File: src/hdl/mfrl_pkg.sv
// Shared constants, types and helpers for the motor fault-response block
package mfrl_pkg;

  // Register byte offsets
  localparam logic [7:0] MFRL_CFG_OFS      = 8'h00;
  localparam logic [7:0] MFRL_THR_OFS      = 8'h04;
  localparam logic [7:0] MFRL_STATUS_OFS   = 8'h08;
  localparam logic [7:0] MFRL_CLEAR_OFS    = 8'h0c;
  localparam logic [7:0] MFRL_IRQ_STAT_OFS = 8'h10;
  localparam logic [7:0] MFRL_IRQ_CLR_OFS  = 8'h14;
  localparam logic [7:0] MFRL_IRQ_EN_OFS   = 8'h18;

  // Field positions
  localparam int MFRL_CLR_BIT     = 0;   // fault_clear_bit in clear word
  localparam int MFRL_THR_CUR_LSB = 16;  // lock current threshold
  localparam int MFRL_STAT_GS_LSB = 10;  // gate state in status word

  // Values after reset: both response fields 1001b (ignore)
  localparam logic [23:0] MFRL_CFG_RST = 24'h000099;
  localparam logic [27:0] MFRL_THR_RST = 28'hfffffff;
  localparam logic [3:0]  MFRL_IRQ_RST = 4'h0;

  // Timing
  localparam int MFRL_CLK_NS       = 8;          // 125 MHz
  localparam int MFRL_DEG_UNIT_NS  = 1000;       // deglitch step, 1 us
  localparam int MFRL_RETRY_UNIT_NS = 1000000;   // retry step, 1 ms
  localparam int MFRL_DEG_UNIT_CYC = MFRL_DEG_UNIT_NS / MFRL_CLK_NS;
  localparam int MFRL_RETRY_UNIT_CYC = MFRL_RETRY_UNIT_NS / MFRL_CLK_NS;
  localparam int MFRL_TMR_W        = 24;         // timer width

  // Configuration word (low 24 bits of the config register)
  typedef struct packed {
    logic [7:0] lock_deglitch;               // steps of 1 us
    logic       no_load_check_enable;
    logic       sync_loss_check_enable;
    logic       overspeed_check_enable;
    logic       warning_pin_report_enable;
    logic [3:0] stall_retry_time_field;
    logic [3:0] motor_stall_response_field;
    logic [3:0] lock_current_response_field;
  } mfrl_cfg_t;

  // Temperature comparator levels, true while above the limit
  typedef struct packed {
    logic tsd_hys_above;  // above shutdown limit minus hysteresis
    logic tsd_above;      // above shutdown limit
    logic otw_hys_above;  // above warning limit minus hysteresis
    logic otw_above;      // above warning limit
  } mfrl_temp_t;

  // Lock cause flags
  typedef struct packed {
    logic no_load;
    logic sync_loss;
    logic overspeed;
  } mfrl_cause_t;

  // Decoded response of a 4-bit response field
  typedef enum logic [1:0] {
    MFRL_ACT_LATCH  = 2'b00,
    MFRL_ACT_RETRY  = 2'b01,
    MFRL_ACT_REPORT = 2'b10,
    MFRL_ACT_IGNORE = 2'b11
  } mfrl_act_t;

  // Power stage state driven out
  typedef enum logic [2:0] {
    MFRL_GS_RUN    = 3'b000,
    MFRL_GS_OFF    = 3'b001,
    MFRL_GS_RECIRC = 3'b010,
    MFRL_GS_HS_ON  = 3'b011,
    MFRL_GS_LS_ON  = 3'b100
  } mfrl_gate_t;

  // Protection state machine
  typedef enum logic [1:0] {
    MFRL_PR_IDLE  = 2'b00,
    MFRL_PR_LATCH = 2'b01,
    MFRL_PR_RETRY = 2'b10
  } mfrl_prot_t;

  // Response field decode, shared by both event sources
  function automatic mfrl_act_t mfrl_act_of(input logic [3:0] m);
    if (!m[3])
      return m[2] ? MFRL_ACT_RETRY : MFRL_ACT_LATCH;
    else if (m == 4'h8)
      return MFRL_ACT_REPORT;
    else
      return MFRL_ACT_IGNORE;
  endfunction : mfrl_act_of

  // Power stage for the two low bits of a response field
  function automatic mfrl_gate_t mfrl_stage_of(input logic [1:0] low2,
                                               input logic recirc_over);
    unique case (low2)
      2'b00:   return MFRL_GS_OFF;
      2'b01:   return recirc_over ? MFRL_GS_OFF : MFRL_GS_RECIRC;
      2'b10:   return MFRL_GS_HS_ON;
      default: return MFRL_GS_LS_ON;
    endcase
  endfunction : mfrl_stage_of

endpackage : mfrl_pkg

File: src/hdl/mfrl_timer.sv
// Reloadable down-counter used for deglitch and retry timing
`timescale 1ns/1ps
module mfrl_timer (
  input  wire logic                           hclk,
  input  wire logic                           hresetn,
  input  wire logic                           run,
  input  wire logic [mfrl_pkg::MFRL_TMR_W-1:0] load_val,
  output logic                                expired
);
  import mfrl_pkg::*;

  logic [MFRL_TMR_W-1:0] count;  // Remaining cycles
  wire                   at_zero = (count == '0);

  // Reload while idle, count down while running, stop at zero
  always_ff @(posedge hclk or negedge hresetn) begin
    if (!hresetn)
      count <= '0;
    else if (!run)
      count <= load_val;
    else if (!at_zero)
      count <= count - 1'b1;
  end

  // Level, high while running and the count has run out
  assign expired = run && at_zero;

endmodule : mfrl_timer

File: src/hdl/mfrl_fault_resp.sv
// Motor fault response: lock current, thermal and motor-stall handling
`timescale 1ns/1ps
// Function
// - Lock current report mode: flag, keep driving
// - Lock current 1xx1b: ignore events entirely
// - Warning temperature sets summary and warning flags
// - Warning drives fault pin only if enabled
// - Warning flag held until clear and cool
// - Shutdown: stage off, pump off, pin low
// - Shutdown ends automatically below hysteresis point
// - Shutdown flag held until clear; always active
// - Any enabled detector raises a stall event
// - Modes 00xx/01xx: pin low, stage from bits
// - Latched stall: resume after clear and cleared
// - Retry stall: resume and clear flags after timer
// - Stall report mode: flag only, keep driving
// - Stall 1xx1b: no action, no flags
// - Each detector has own enable bit
// - Overspeed above threshold raises lock event
// - Current over threshold past deglitch time
module mfrl_fault_resp #(
  parameter int RETRY_UNIT_CYC = mfrl_pkg::MFRL_RETRY_UNIT_CYC
) (
  input  wire logic                   hclk,
  input  wire logic                   hresetn,
  input  wire logic                   hsel,
  input  wire logic [31:0]            haddr,
  input  wire logic [1:0]             htrans,
  input  wire logic                   hwrite,
  input  wire logic [2:0]             hsize,
  input  wire logic [31:0]            hwdata,
  input  wire logic                   hready,
  output logic                        hreadyout,
  output logic                        hresp,
  output logic [31:0]                 hrdata,
  input  wire mfrl_pkg::mfrl_temp_t   temp_cmp,
  input  wire logic                   recirc_done,
  input  wire logic [11:0]            csa_code,
  input  wire logic [15:0]            motor_speed,
  input  wire logic                   sync_loss_detect,
  input  wire logic                   no_load_detect,
  output mfrl_pkg::mfrl_gate_t        gate_state,
  output logic                        charge_pump_en,
  output logic                        fault_pin_n,
  output logic                        irq
);
  import mfrl_pkg::*;

  // Pin synchronisers: first stage read only by second
  logic [4:0]  pin_meta;
  logic [4:0]  pin_sync;
  mfrl_temp_t  temp_s;
  logic        recirc_s;
  assign temp_s   = mfrl_temp_t'(pin_sync[3:0]);
  assign recirc_s = pin_sync[4];

  // Registers
  mfrl_cfg_t   cfg;           // Configuration
  logic [27:0] thr;           // Speed and current thresholds
  logic [3:0]  irq_stat;      // Sticky event bits
  logic [3:0]  irq_en;        // Interrupt enables

  // Fault state
  logic        ocl_flag;      // lock_current_threshold_flag
  logic        stall_flag;    // motor_stall_flag
  mfrl_cause_t cause_flag;    // Per-detector lock causes
  logic        otw_flag;      // thermal_warning_flag
  logic        tsd_flag;      // thermal_shutdown_flag
  logic        otw_pin;       // Warning pin state with hysteresis
  logic        tsd_active;    // Shutdown in force
  mfrl_prot_t  prot;          // Protection state
  logic        prot_src;      // 1: stall source, 0: lock current
  logic [1:0]  prot_low2;     // Stage code held at entry
  logic        recirc_over;   // Recirculation finished

  // AHB data-phase capture
  logic        dp_wr;
  logic [7:0]  dp_addr;

  always_ff @(posedge hclk or negedge hresetn) begin
    if (!hresetn) begin
      pin_meta <= 5'h00;
      pin_sync <= 5'h00;
    end else begin
      pin_meta <= {recirc_done, temp_cmp};
      pin_sync <= pin_meta;
    end
  end

  // Bus decode; zero-wait slave, always OKAY
  wire        addr_ph  = hsel && htrans[1] && hready;
  wire [7:0]  a_off    = haddr[7:0];
  wire        a_hit    = (haddr[31:8] == 24'h000000) && (a_off[1:0] == 2'b00);
  wire        wr_cfg   = dp_wr && (dp_addr == MFRL_CFG_OFS);
  wire        wr_thr   = dp_wr && (dp_addr == MFRL_THR_OFS);
  wire        wr_clr   = dp_wr && (dp_addr == MFRL_CLEAR_OFS);
  wire        wr_iclr  = dp_wr && (dp_addr == MFRL_IRQ_CLR_OFS);
  wire        wr_ien   = dp_wr && (dp_addr == MFRL_IRQ_EN_OFS);
  wire        clr_pulse = wr_clr && hwdata[MFRL_CLR_BIT];
  assign hreadyout = 1'b1;
  assign hresp     = 1'b0;

  // Thresholds and live conditions
  wire [15:0] ovs_thr  = thr[15:0];
  wire [11:0] cur_thr  = thr[MFRL_THR_CUR_LSB +: 12];
  wire        cur_above = csa_code > cur_thr;
  mfrl_cause_t cause_now;
  assign cause_now.overspeed = cfg.overspeed_check_enable
                               && (motor_speed > ovs_thr);
  assign cause_now.sync_loss = cfg.sync_loss_check_enable
                               && sync_loss_detect;
  assign cause_now.no_load   = cfg.no_load_check_enable
                               && no_load_detect;
  wire        stall_cond = |cause_now;

  // Response decode
  mfrl_act_t  ocl_act;
  mfrl_act_t  stall_act;
  assign ocl_act   = mfrl_act_of(cfg.lock_current_response_field);
  assign stall_act = mfrl_act_of(cfg.motor_stall_response_field);

  // Deglitch of the lock current comparison
  logic [MFRL_TMR_W-1:0] deg_load;
  logic                  ocl_deg;
  assign deg_load = MFRL_TMR_W'(cfg.lock_deglitch * MFRL_DEG_UNIT_CYC);
  mfrl_timer u_deg (
    .hclk     (hclk),
    .hresetn  (hresetn),
    .run      (cur_above),
    .load_val (deg_load),
    .expired  (ocl_deg)
  );

  // Retry wait, loaded with (field + 1) steps
  logic [MFRL_TMR_W-1:0] retry_load;
  logic                  retry_exp;
  assign retry_load = MFRL_TMR_W'((cfg.stall_retry_time_field + 5'd1)
                                  * RETRY_UNIT_CYC);
  mfrl_timer u_retry (
    .hclk     (hclk),
    .hresetn  (hresetn),
    .run      (prot == MFRL_PR_RETRY),
    .load_val (retry_load),
    .expired  (retry_exp)
  );

  // Events; ignored and undefined codes produce nothing
  wire ocl_ev   = ocl_deg && (ocl_act != MFRL_ACT_IGNORE);
  wire stall_ev = stall_cond && (stall_act != MFRL_ACT_IGNORE);
  wire ocl_prot = ocl_ev && !ocl_act[1];
  wire stall_prot = stall_ev && !stall_act[1];

  // Protection transitions
  wire src_cond   = prot_src ? stall_cond : cur_above;
  wire latch_exit = (prot == MFRL_PR_LATCH) && !src_cond
                    && clr_pulse;
  wire retry_end  = (prot == MFRL_PR_RETRY) && retry_exp;
  wire retry_stall = retry_end && prot_src;
  wire retry_ocl   = retry_end && !prot_src;

  // Flag clears need the condition gone plus the clear command
  wire clr_ocl   = clr_pulse && !cur_above;
  wire clr_stall = clr_pulse && !stall_cond;
  wire clr_otw   = clr_pulse && !temp_s.otw_above;
  wire clr_tsd   = clr_pulse && !tsd_active;

  // Next protection state; stall wins if both arrive together
  mfrl_prot_t next_prot;
  logic       next_src;
  logic [1:0] next_low2;
  always_comb begin
    next_prot = prot;
    next_src  = prot_src;
    next_low2 = prot_low2;
    if (prot == MFRL_PR_IDLE) begin
      if (stall_prot) begin
        next_prot = stall_act[0] ? MFRL_PR_RETRY : MFRL_PR_LATCH;
        next_src  = 1'b1;
        next_low2 = cfg.motor_stall_response_field[1:0];
      end else if (ocl_prot) begin
        next_prot = ocl_act[0] ? MFRL_PR_RETRY : MFRL_PR_LATCH;
        next_src  = 1'b0;
        next_low2 = cfg.lock_current_response_field[1:0];
      end
    end else if (latch_exit || retry_end) begin
      next_prot = MFRL_PR_IDLE;
    end
  end

  // Output state
  mfrl_gate_t next_gate;
  assign next_gate = tsd_active ? MFRL_GS_OFF :
                     (prot != MFRL_PR_IDLE) ?
                       mfrl_stage_of(prot_low2, recirc_over) :
                       MFRL_GS_RUN;
  wire next_pin_n = !(tsd_active
                      || (cfg.warning_pin_report_enable && otw_pin)
                      || (prot != MFRL_PR_IDLE));

  // Interrupt events: first setting of each flag group
  wire [3:0] irq_ev = {tsd_flag ? 1'b0 : temp_s.tsd_above,
                       otw_flag ? 1'b0 : temp_s.otw_above,
                       stall_ev && !stall_flag,
                       ocl_ev && !ocl_flag};

  // Status word
  wire ctrl_fault = ocl_flag || stall_flag;
  wire ot_flag    = otw_flag || tsd_flag;
  wire [31:0] status_word = {19'h00000, gate_state, cause_flag,
                             stall_flag, ocl_flag, tsd_flag, otw_flag,
                             ot_flag, tsd_flag, ctrl_fault};

  // Read mux, unmapped reads as zero
  wire [31:0] rd_word =
    !a_hit                      ? 32'h00000000 :
    (a_off == MFRL_CFG_OFS)      ? {8'h00, cfg} :
    (a_off == MFRL_THR_OFS)      ? {4'h0, thr} :
    (a_off == MFRL_STATUS_OFS)   ? status_word :
    (a_off == MFRL_IRQ_STAT_OFS) ? {28'h0000000, irq_stat} :
    (a_off == MFRL_IRQ_EN_OFS)   ? {28'h0000000, irq_en} :
                                   32'h00000000;

  // Bus phases and read data
  always_ff @(posedge hclk or negedge hresetn) begin
    if (!hresetn) begin
      dp_wr   <= 1'b0;
      dp_addr <= 8'h00;
      hrdata  <= 32'h00000000;
    end else begin
      dp_wr   <= addr_ph && hwrite && a_hit;
      dp_addr <= a_off;
      if (addr_ph && !hwrite)
        hrdata <= rd_word;
    end
  end

  // Software registers; hsize ignored, only word access is used
  always_ff @(posedge hclk or negedge hresetn) begin
    if (!hresetn) begin
      cfg    <= mfrl_cfg_t'(MFRL_CFG_RST);
      thr    <= MFRL_THR_RST;
      irq_en <= MFRL_IRQ_RST;
    end else begin
      if (wr_cfg)
        cfg <= mfrl_cfg_t'(hwdata[23:0]);
      if (wr_thr)
        thr <= hwdata[27:0];
      if (wr_ien)
        irq_en <= hwdata[3:0];
    end
  end

  // Sticky interrupt bits; a new event beats the clear
  always_ff @(posedge hclk or negedge hresetn) begin
    if (!hresetn)
      irq_stat <= MFRL_IRQ_RST;
    else
      irq_stat <= irq_ev | (irq_stat & ~(wr_iclr ? hwdata[3:0] : 4'h0));
  end

  // Lock current and stall flags; retry expiry forces the flag of the retrying source low
  always_ff @(posedge hclk or negedge hresetn) begin
    if (!hresetn) begin
      ocl_flag   <= 1'b0;
      stall_flag <= 1'b0;
      cause_flag <= '0;
    end else begin
      if (retry_ocl)
        ocl_flag <= 1'b0;
      else if (ocl_ev)
        ocl_flag <= 1'b1;
      else if (clr_ocl)
        ocl_flag <= 1'b0;
      if (retry_stall) begin
        stall_flag <= 1'b0;
        cause_flag <= '0;
      end else if (stall_ev) begin
        stall_flag <= 1'b1;
        cause_flag <= cause_flag | cause_now;
      end else if (clr_stall) begin
        stall_flag <= 1'b0;
        cause_flag <= '0;
      end
    end
  end

  // Thermal flags and pin states with hysteresis
  always_ff @(posedge hclk or negedge hresetn) begin
    if (!hresetn) begin
      otw_flag   <= 1'b0;
      tsd_flag   <= 1'b0;
      otw_pin    <= 1'b0;
      tsd_active <= 1'b0;
    end else begin
      if (temp_s.otw_above)
        otw_flag <= 1'b1;
      else if (clr_otw)
        otw_flag <= 1'b0;
      if (temp_s.tsd_above)
        tsd_flag <= 1'b1;
      else if (clr_tsd)
        tsd_flag <= 1'b0;
      if (temp_s.otw_above)
        otw_pin <= 1'b1;
      else if (!temp_s.otw_hys_above)
        otw_pin <= 1'b0;
      // No configuration reaches this, shutdown cannot be disabled
      if (temp_s.tsd_above)
        tsd_active <= 1'b1;
      else if (!temp_s.tsd_hys_above)
        tsd_active <= 1'b0;
    end
  end

  // Protection state and recirculation tracking
  always_ff @(posedge hclk or negedge hresetn) begin
    if (!hresetn) begin
      prot        <= MFRL_PR_IDLE;
      prot_src    <= 1'b0;
      prot_low2   <= 2'b00;
      recirc_over <= 1'b0;
    end else begin
      prot        <= next_prot;
      prot_src    <= next_src;
      prot_low2   <= next_low2;
      recirc_over <= (prot != MFRL_PR_IDLE) && (recirc_over || recirc_s);
    end
  end

  // Registered outputs toward the power stage and the pin
  always_ff @(posedge hclk or negedge hresetn) begin
    if (!hresetn) begin
      gate_state     <= MFRL_GS_RUN;
      charge_pump_en <= 1'b1;
      fault_pin_n    <= 1'b1;
      irq            <= 1'b0;
    end else begin
      gate_state     <= next_gate;
      charge_pump_en <= !tsd_active;
      fault_pin_n    <= next_pin_n;
      irq            <= |(irq_stat & irq_en);
    end
  end
endmodule : mfrl_fault_resp

File: config.mk
export PLATFORM = sky130hd
export DESIGN_NAME = mfrl_fault_resp
export DESIGN_NICKNAME = d
export VERILOG_FILES = /design/src/hdl/mfrl_pkg.sv /design/src/hdl/mfrl_timer.sv /design/src/hdl/mfrl_fault_resp.sv
export SDC_FILE = /design/constraint.sdc
export NUM_CORES = 1
export LEC_CHECK = 0
export BUFFER_PORTS_ARGS = -buffer_cell sky130_fd_sc_hd__buf_2
export CAP_MARGIN = 20
export CORE_UTILIZATION = 50
export DETAILED_ROUTE_END_ITERATION = 6
export GPL_TIMING_DRIVEN = 0
export PLACE_DENSITY_LB_ADDON = 0.15
export REMOVE_ABC_BUFFERS = 1
export SLEW_MARGIN = 10
export SYNTH_ARGS = -nofsm -noshare
export SYNTH_HDL_FRONTEND = slang
export SYNTH_HIERARCHICAL = 1
export SYNTH_SLANG_ARGS = --single-unit
File: constraint.sdc
create_clock -name hclk -period 5.8 [get_ports hclk]
set_input_delay 1.16 -clock hclk [delete_from_list [all_inputs] [get_ports hclk]]
set_output_delay 1.16 -clock hclk [all_outputs]
set_load 0.01 [all_outputs]
==> flow_metrics.py, run 1 <==
metrics = {
    "outcome": {
        "status": "finished, final reports clean",
    },
    "critical_path": {
        "cp_data_arrival_time_ns": 4.94,
        "top_fanout_value_on_the_critical_path": 8,
        "timing_worst_setup_path_type": "register to register",
        "timing.reg2reg.worst_path_depth": 16,
        "worstSetupEndpointType": "register",
        "critical_path.startpoint_type": "register",
        "worst-r2r-setup-slack_ns": 1.17,
        "rr_endpoint": "u_deg/count[14]$_DFFE_PN0N_",
        "r2r_start": "cfg[17]$_DFFE_PN0P_",
        "worst_ep_required_time_ns": 6.11,
    },
    "cells_and_area": {
        "layout_cells_sized_above_1_pct": 18.41,
        "layout-area-overhead-vs-synth_pct": 14.76,
        "regArea_mm2": 0.004447,
        "n_fill_cell": 1899,
        "most-common-layout-cells": "142 x dfrtp_1, 133 x buf_2, 112 x nand2_1, 98 x inv_1, 98 x ha_1",
        "design.final.nets": 1514,
        "layout.cells.most_common": "dfrtp_1",
        "fin_util_pct": 58.87,
        "post-route-cell-area_mm2": 0.01293,
        "area_of_the_multi_input_gates_mm2": 0.006286,
    },
    "worst_hold_path": {
        "worst_hold_startpoint": "pin_meta[3]$_DFF_PN0_",
        "cells_on_worst_hold_path": 0,
        "min_path_type": "register to register",
        "whs_endpoint": "pin_sync[3]$_DFF_PN0_",
    },
    "timing": {
        "timing_worst_slew_pin_value_ns": 1.038,
        "finalSetupViolations": 0,
        "maxSlewViolCount": 0,
        "slew_headroom_pct": 30.45,
        "final_min_period_over_clock_period_pct": 79.84,
        "final-hold-violation-count": 0,
        "fmaxAchievable_ghz": 0.2160,
        "fin_worst_skew_ns": 0.01235,
        "final.min_clock_period_ns": 4.631,
        "totalNegativeSetupSlack_ns": 0,
        "unrepaired_setup_endpoints_after_global_routing": "false",
    },
    "synth": {
        "synth_async_reset_ratio_pct": 100.0,
        "synth_top_flop_cell": "dfrtp_1",
        "synth_area_per_cell_um2": 9.820,
        "syn-cell-area_mm2": 0.01126,
        "synth-edff-count": 0,
        "yosys_warnings": 6,
        "synth.yosys.seq_area_share_pct": 39.48,
        "yosysUniqueCellTypes": 81,
        "number_of_storage_elements_in_the_synthesis_netlist": 176,
        "netlist_instances": 1147,
    },
    "power": {
        "power.ir.vdd_worst_mv": 0.2252,
        "p_leak_nw": 6.037,
        "cell_internal_pwr_w": 0.002475,
        "power.clock.fraction_pct": 32.2,
        "sequentialPowerShare_pct": 38.8,
        "power_switching_share_pct": 34.75,
        "share_comb_of_total_power_pct": 29.0,
        "power.density_cell_area_mw_per_mm2": 293.4,
        "switching_power_w": 0.001318,
    },
    "die": {
        "die_x_um": 152.1,
        "top_level_ports": 149,
        "floorplan.die_area_mm2": 0.02313,
        "die_height_um": 152.1,
        "initial_utilization_pct": 51.29,
        "std_cell_rows": 54,
        "design.core.area_mm2": 0.02196,
    },
    "place": {
        "dpl_cell_area_mm2": 0.01228,
        "place.gp.congestion": 0.8292,
        "portBuffers": 134,
        "detailed_place_hpwl_mm": 19.04,
    },
    "global_route": {
        "first_pass_grt_wire_length_mm": 43.05,
        "number_of_antenna_violations_at_the_first_check_in_global_routing": 5,
        "overflow": 0,
        "groute.usage.overall_pct": 23.19,
        "grt_max_degree": 105,
        "vias_in_the_first_global_route": 8650,
    },
    "route": {
        "drc": 0,
        "via_count": 8787,
        "postRouteAntennaNets": 0,
        "drt_wl_total_mm": 25.59,
        "detail_routed_net_length_per_standard_cell_um": 16.22,
        "drt_pass1_iterations": 5,
        "detail_route.iter0.violations": 378,
        "post_drt_via_cell_ratio": 5.572,
    },
    "clocking": {
        "post_cts_hold_fix_bufs": 0,
        "tritoncts": "yes",
        "clock_sink_count": 176,
        "ctsRootBufferMaster": "clkbuf_16",
        "post_cts.resized_instances": 0,
        "clock_latency_ns": 0.44,
        "deepest_clock_path_buffer_count": 2,
        "cts_made_buffers": 17,
        "cts_post_setup_buffers_inserted": 0,
        "clk_transition_reported_paths_ns": 0.09,
        "cts_htree_levels": 4,
    },
    "flow_run": {
        "timing.max_cap.violations": 0,
    },
}
[synthesized netlist by cell type (15+ instances only)]
cell type	count	area (µm²)
a22oi_1	16	120.1
inv_1	98	367.9
xnor2_1	34	297.8
o21ai_1	49	245.2
xor2_1	15	131.4
dfstp_2	34	893.4
nor3_1	27	135.1
dfrtp_1	142	3553
fa_1	27	540.5
nand4_1	16	100.1
nor2_1	80	300.3
a22o_1	15	131.4
nor4_1	15	93.84
clkbuf_1	28	105.1
ha_1	98	1226
mux2_1	31	349.1
o21ai_0	30	150.1
nand2_1	112	420.4
a21oi_1	64	320.3
[how the worst max path moves through the flow]
stage / slack (ns) / startpoint / cells after the start / end
2_1_floorplan: 1.44 / cfg[16]$_DFFE_PN0P_ / 16 / u_deg/count[14]$_DFFE_PN0N_
3_3_place_gp: 0.51 / csa_code[10] / 14 / prot[0]$_DFFE_PN0P_
3_5_place_dp: 1.13 / cfg[16]$_DFFE_PN0P_ / 16 / u_deg/count[14]$_DFFE_PN0N_
4_1_cts: 1.12 / cfg[16]$_DFFE_PN0P_ / 16 / u_deg/count[14]$_DFFE_PN0N_
5_1_grt: 0.87 / cfg[17]$_DFFE_PN0P_ / 16 / u_deg/count[14]$_DFFE_PN0N_
6_report: 1.17 / cfg[17]$_DFFE_PN0P_ / 16 / u_deg/count[14]$_DFFE_PN0N_
[worst max-delay path: stages, from the launching register on]
cell     delay [ns]
dfrtp_1        0.55
fa_1           0.52
xor2_1         0.17
ha_1           0.28
inv_1          0.05
fa_1           0.50
fa_1           0.51
inv_1          0.04
ha_1           0.31
o21ai_1        0.08
nor2_1         0.08
or4_1          0.44
a41o_1         0.28
o41ai_1        0.32
xnor2_1        0.14
o21ai_0        0.17
a21oi_1        0.06
[power groups by stage]
stage          Sequential [W]  Clock (W)  Combinational (W)
2_1_floorplan         0.00146          0           0.000869
3_3_place_gp          0.00149          0            0.00109
3_5_place_dp          0.00149          0            0.00111
4_1_cts               0.00147    0.00125            0.00112
5_1_grt               0.00149    0.00129            0.00127
6_report              0.00147    0.00122            0.00110
[state kept, by name, indices dropped and copies added, names as in the netlist, 4 cells and up]
| name | cells |
|---|---|
| hrdata | 28 |
| thr | 28 |
| cfg | 24 |
| u_deg/count | 24 |
| u_retry/count | 24 |
| dp_addr | 8 |
| pin_meta | 5 |
| pin_sync | 5 |
| irq_en | 4 |
| irq_stat | 4 |
[per-layer routing]
layer  up-vias  part of all wire, %  track usage, %
met5         -                    0               0
met4         0                 0.99           5.831
met3        16                  4.1           3.822
met2       183                   48           39.18
met1      4246                   46           31.10
li1       4342                    -               -
[cell type report]
type | instances | area share, %
Multi-Input combinational cell | 844 | 48.63
Sequential cell | 176 | 34.40
Timing Repair Buffer | 141 | 6.330
Clock buffer | 17 | 3.291
Inverter | 100 | 2.943
Tap cell | 280 | 2.710
Clock inverter | 15 | 1.616
Antenna cell | 4 | 0.07744
[cell families after synthesis]
family / share of synthesized area, %
muxes: 4.255
and+or+nand+nor: 15.59
xor gates and xnor gates: 3.810
DFF: 39.48
buffers and inverters: 5.454
adders and majority gates: 15.69
other: 0.06668
AOI/OAI and AO/OA: 15.66
[per-stage QoR]
step / hold slack (ns) / instances / setup slack [ns] / power [W]
3_3_place_gp: 0.3324 / 1534 / 0.5052 / 0.002578
6_report: 0.3589 / 1577 / 1.169 / 0.003793
4_1_cts: 0.3623 / 1573 / 1.125 / 0.003836
2_1_floorplan: 0.3312 / 1120 / 1.441 / 0.002328
5_1_grt: 0.3677 / 1576 / 0.8685 / 0.004060
3_5_place_dp: 0.3419 / 1541 / 1.129 / 0.002602
Note: power is estimated with default switching activity, not from simulation.
==> run 2: changes to the inputs <==
- clock period: 5.8 -> 4.05 ns (I/O delays scaled with it)
==> run 2 against run 1 <==
Net effect: clock power rose by 43%; the flow now finishes with violations (negative setup slack); highest routed layer unchanged; clock skew barely moved; design area rose by 2.5%.
==> flow_metrics.py, run 2 (synthesized netlist as in run 1, its figures left out) <==
metrics = {
    "route": {
        "detail_routed_net_length_per_standard_cell_um": 16.40,
        "drt_pass1_iterations": 4,
        "post_drt_via_cell_ratio": 5.589,
        "drc": 0,
        "detail_route.iter0.violations": 446,
        "drt_wl_total_mm": 26.15,
        "via_count": 8909,
        "postRouteAntennaNets": 0,
    },
    "critical_path": {
        "cp_data_arrival_time_ns": 4.58,
        "timing.critical_path.mode_cell": "fa_1",
        "timing_worst_setup_path_type": "register to register",
        "top_fanout_value_on_the_critical_path": 3,
        "critPathSlowestCell": "fa_1",
        "worstSetupEndpointType": "register",
        "worst_ep_required_time_ns": 4.41,
        "critPathMaxStageDelay_ns": 0.53,
        "timing.critical_path.cells": "fa_1, xor2_1, ha_1, inv_2, fa_1, fa_1, inv_2, ha_4, o21ai_2, nor2_2, or4_4, a41o_1, o41ai_2, xnor2_1, o21ai_1, a21oi_1",
        "critical_path.startpoint_type": "register",
    },
    "power": {
        "sequentialPowerShare_pct": 37.3,
        "switching_power_w": 0.001971,
        "power.ir.vdd_worst_mv": 0.3250,
        "power.clock.fraction_pct": 31.0,
        "power_switching_share_pct": 34.87,
        "cell_internal_pwr_w": 0.003681,
        "share_comb_of_total_power_pct": 31.8,
        "power.density_cell_area_mw_per_mm2": 426.6,
        "power.total_w": 0.005652,
        "p_leak_nw": 6.128,
    },
    "timing": {
        "unrepaired_setup_endpoints_after_global_routing": "true",
        "worst_slack_ns": -0.1754,
        "final_min_period_over_clock_period_pct": 104.3,
        "finalSetupViolations": 3,
        "fmaxAchievable_ghz": 0.2367,
        "final-hold-violation-count": 0,
        "timing_worst_slew_pin_value_ns": 1.042,
        "fin_worst_skew_ns": 0.01274,
        "slew_headroom_pct": 30.16,
        "totalNegativeSetupSlack_ns": -0.3618,
        "maxSlewViolCount": 0,
        "final.min_clock_period_ns": 4.225,
    },
    "cells_and_area": {
        "layout_cells_sized_above_1_pct": 22.21,
        "final_cell_count_no_fill": 1594,
        "layout-area-overhead-vs-synth_pct": 17.62,
        "design.final.nets": 1531,
        "reg_top3": "hrdata x28, thr x28",
        "n_fill_cell": 1849,
        "most-common-layout-cells": "133 x dfrtp_1, 133 x buf_2, 110 x nand2_1, 94 x inv_1, 91 x ha_1",
        "post-route-cell-area_mm2": 0.01325,
    },
    "outcome": {
        "status": "finished, violations left",
        "failing_checks": "negative setup slack",
    },
    "die": {
        "initial_utilization_pct": 51.29,
        "top_level_ports": 149,
        "die_height_um": 152.1,
        "floorplan.die_area_mm2": 0.02313,
        "design.core.area_mm2": 0.02196,
        "std_cell_rows": 54,
        "die_x_um": 152.1,
    },
    "global_route": {
        "groute.usage.overall_pct": 23.59,
        "first_pass_grt_wire_length_mm": 43.73,
        "number_of_antenna_violations_at_the_first_check_in_global_routing": 5,
        "overflow": 0,
        "vias_in_the_first_global_route": 8802,
        "grt_max_degree": 105,
    },
    "clocking": {
        "ctsRootBufferMaster": "clkbuf_16",
        "clk_transition_reported_paths_ns": 0.07,
        "post_cts_hold_fix_bufs": 0,
        "deepest_clock_path_buffer_count": 2,
        "tritoncts": "yes",
        "clock_sink_count": 176,
        "cts_made_buffers": 17,
        "cts_htree_levels": 4,
        "clock_latency_ns": 0.44,
    },
    "place": {
        "detailed_place_hpwl_mm": 19.04,
        "pre_cts_ws_ns": -0.6206,
        "dpl_cell_area_mm2": 0.01228,
        "place.gp.congestion": 0.8292,
        "portBuffers": 134,
        "dp.cells": 1541,
    },
    "worst_hold_path": {
        "min_path_type": "input port to asynchronous set/reset pin",
    },
    "flow_run": {
        "timing.max_cap.violations": 0,
    },
}
run 2: final cells by class:
cell class | count | area, µm² | share of cell area [%]
antenna | 4 | 10.01 | 0.07556
tap | 280 | 350.3 | 2.645
timing repair buffer | 158 | 953.4 | 7.197
inverter | 100 | 382.9 | 2.890
sequential | 176 | 4458 | 33.65
clock inverter | 15 | 209.0 | 1.577
multi-input combinational | 844 | 6459 | 48.75
clock buffer | 17 | 425.4 | 3.211
run 2: through the flow:
step	hold slack (ns)	utilization, %
final	0.3510	60.33
after global routing	0.3677	60.32
after CTS	0.3606	59.76
after detailed placement	0.3419	55.93
after global placement	0.3324	55.19
after floorplan	0.3312	-
run 2: power groups by stage:
stage	Clock (W)	Combinational (W)	Sequential, W
2_1_floorplan	0	0.00124	0.00209
3_3_place_gp	0	0.00156	0.00213
3_5_place_dp	0	0.00159	0.00213
4_1_cts	0.00179	0.00173	0.00210
5_1_grt	0.00185	0.00205	0.00213
6_report	0.00175	0.00180	0.00211
run 2: what timing repair did:
action	CTS	global route
endpoints found under the setup margin	10	9
buffers inserted	14	7
resized for setup	22	21
pin swaps	9	8
run 2: final timing paths:
kind | start | to | slack, ns | cells past startpoint
worst max-delay path | cfg[17]$_DFFE_PN0P_ | u_deg/count[14]$_DFFE_PN0N_ | -0.18 | 16
worst min-delay path | hresetn | u_deg/count[12]$_DFFE_PN0N_ | 0.35 | 1
worst max register to register | cfg[17]$_DFFE_PN0P_ | u_deg/count[14]$_DFFE_PN0N_ | -0.18 | 16
worst min register to register | pin_meta[3]$_DFF_PN0_ | pin_sync[3]$_DFF_PN0_ | 0.36 | 0
max in group asynchronous | hresetn | cfg[17]$_DFFE_PN0P_ | 2.77 | 2
min in group hclk | pin_meta[3]$_DFF_PN0_ | pin_sync[3]$_DFF_PN0_ | 0.36 | 0
run 2: layer usage:
metal  track usage, %  share of wire, %
met1            31.42                46
met2            40.08                48
met3            3.851               4.3
met4            6.122               1.1
met5                0                 0
run 2: critical path, delay by kind of cell, from the launching register on:
kind / cells / cell delay (ns)
adder cells (fa/ha/maj): 5 / 2.06
flip-flops: 1 / 0.45
XOR/XNOR: 2 / 0.34
AND/OR/NAND/NOR: 2 / 0.48
buffers and inverters: 2 / 0.09
AO/OA/AOI/OAI: 5 / 0.72
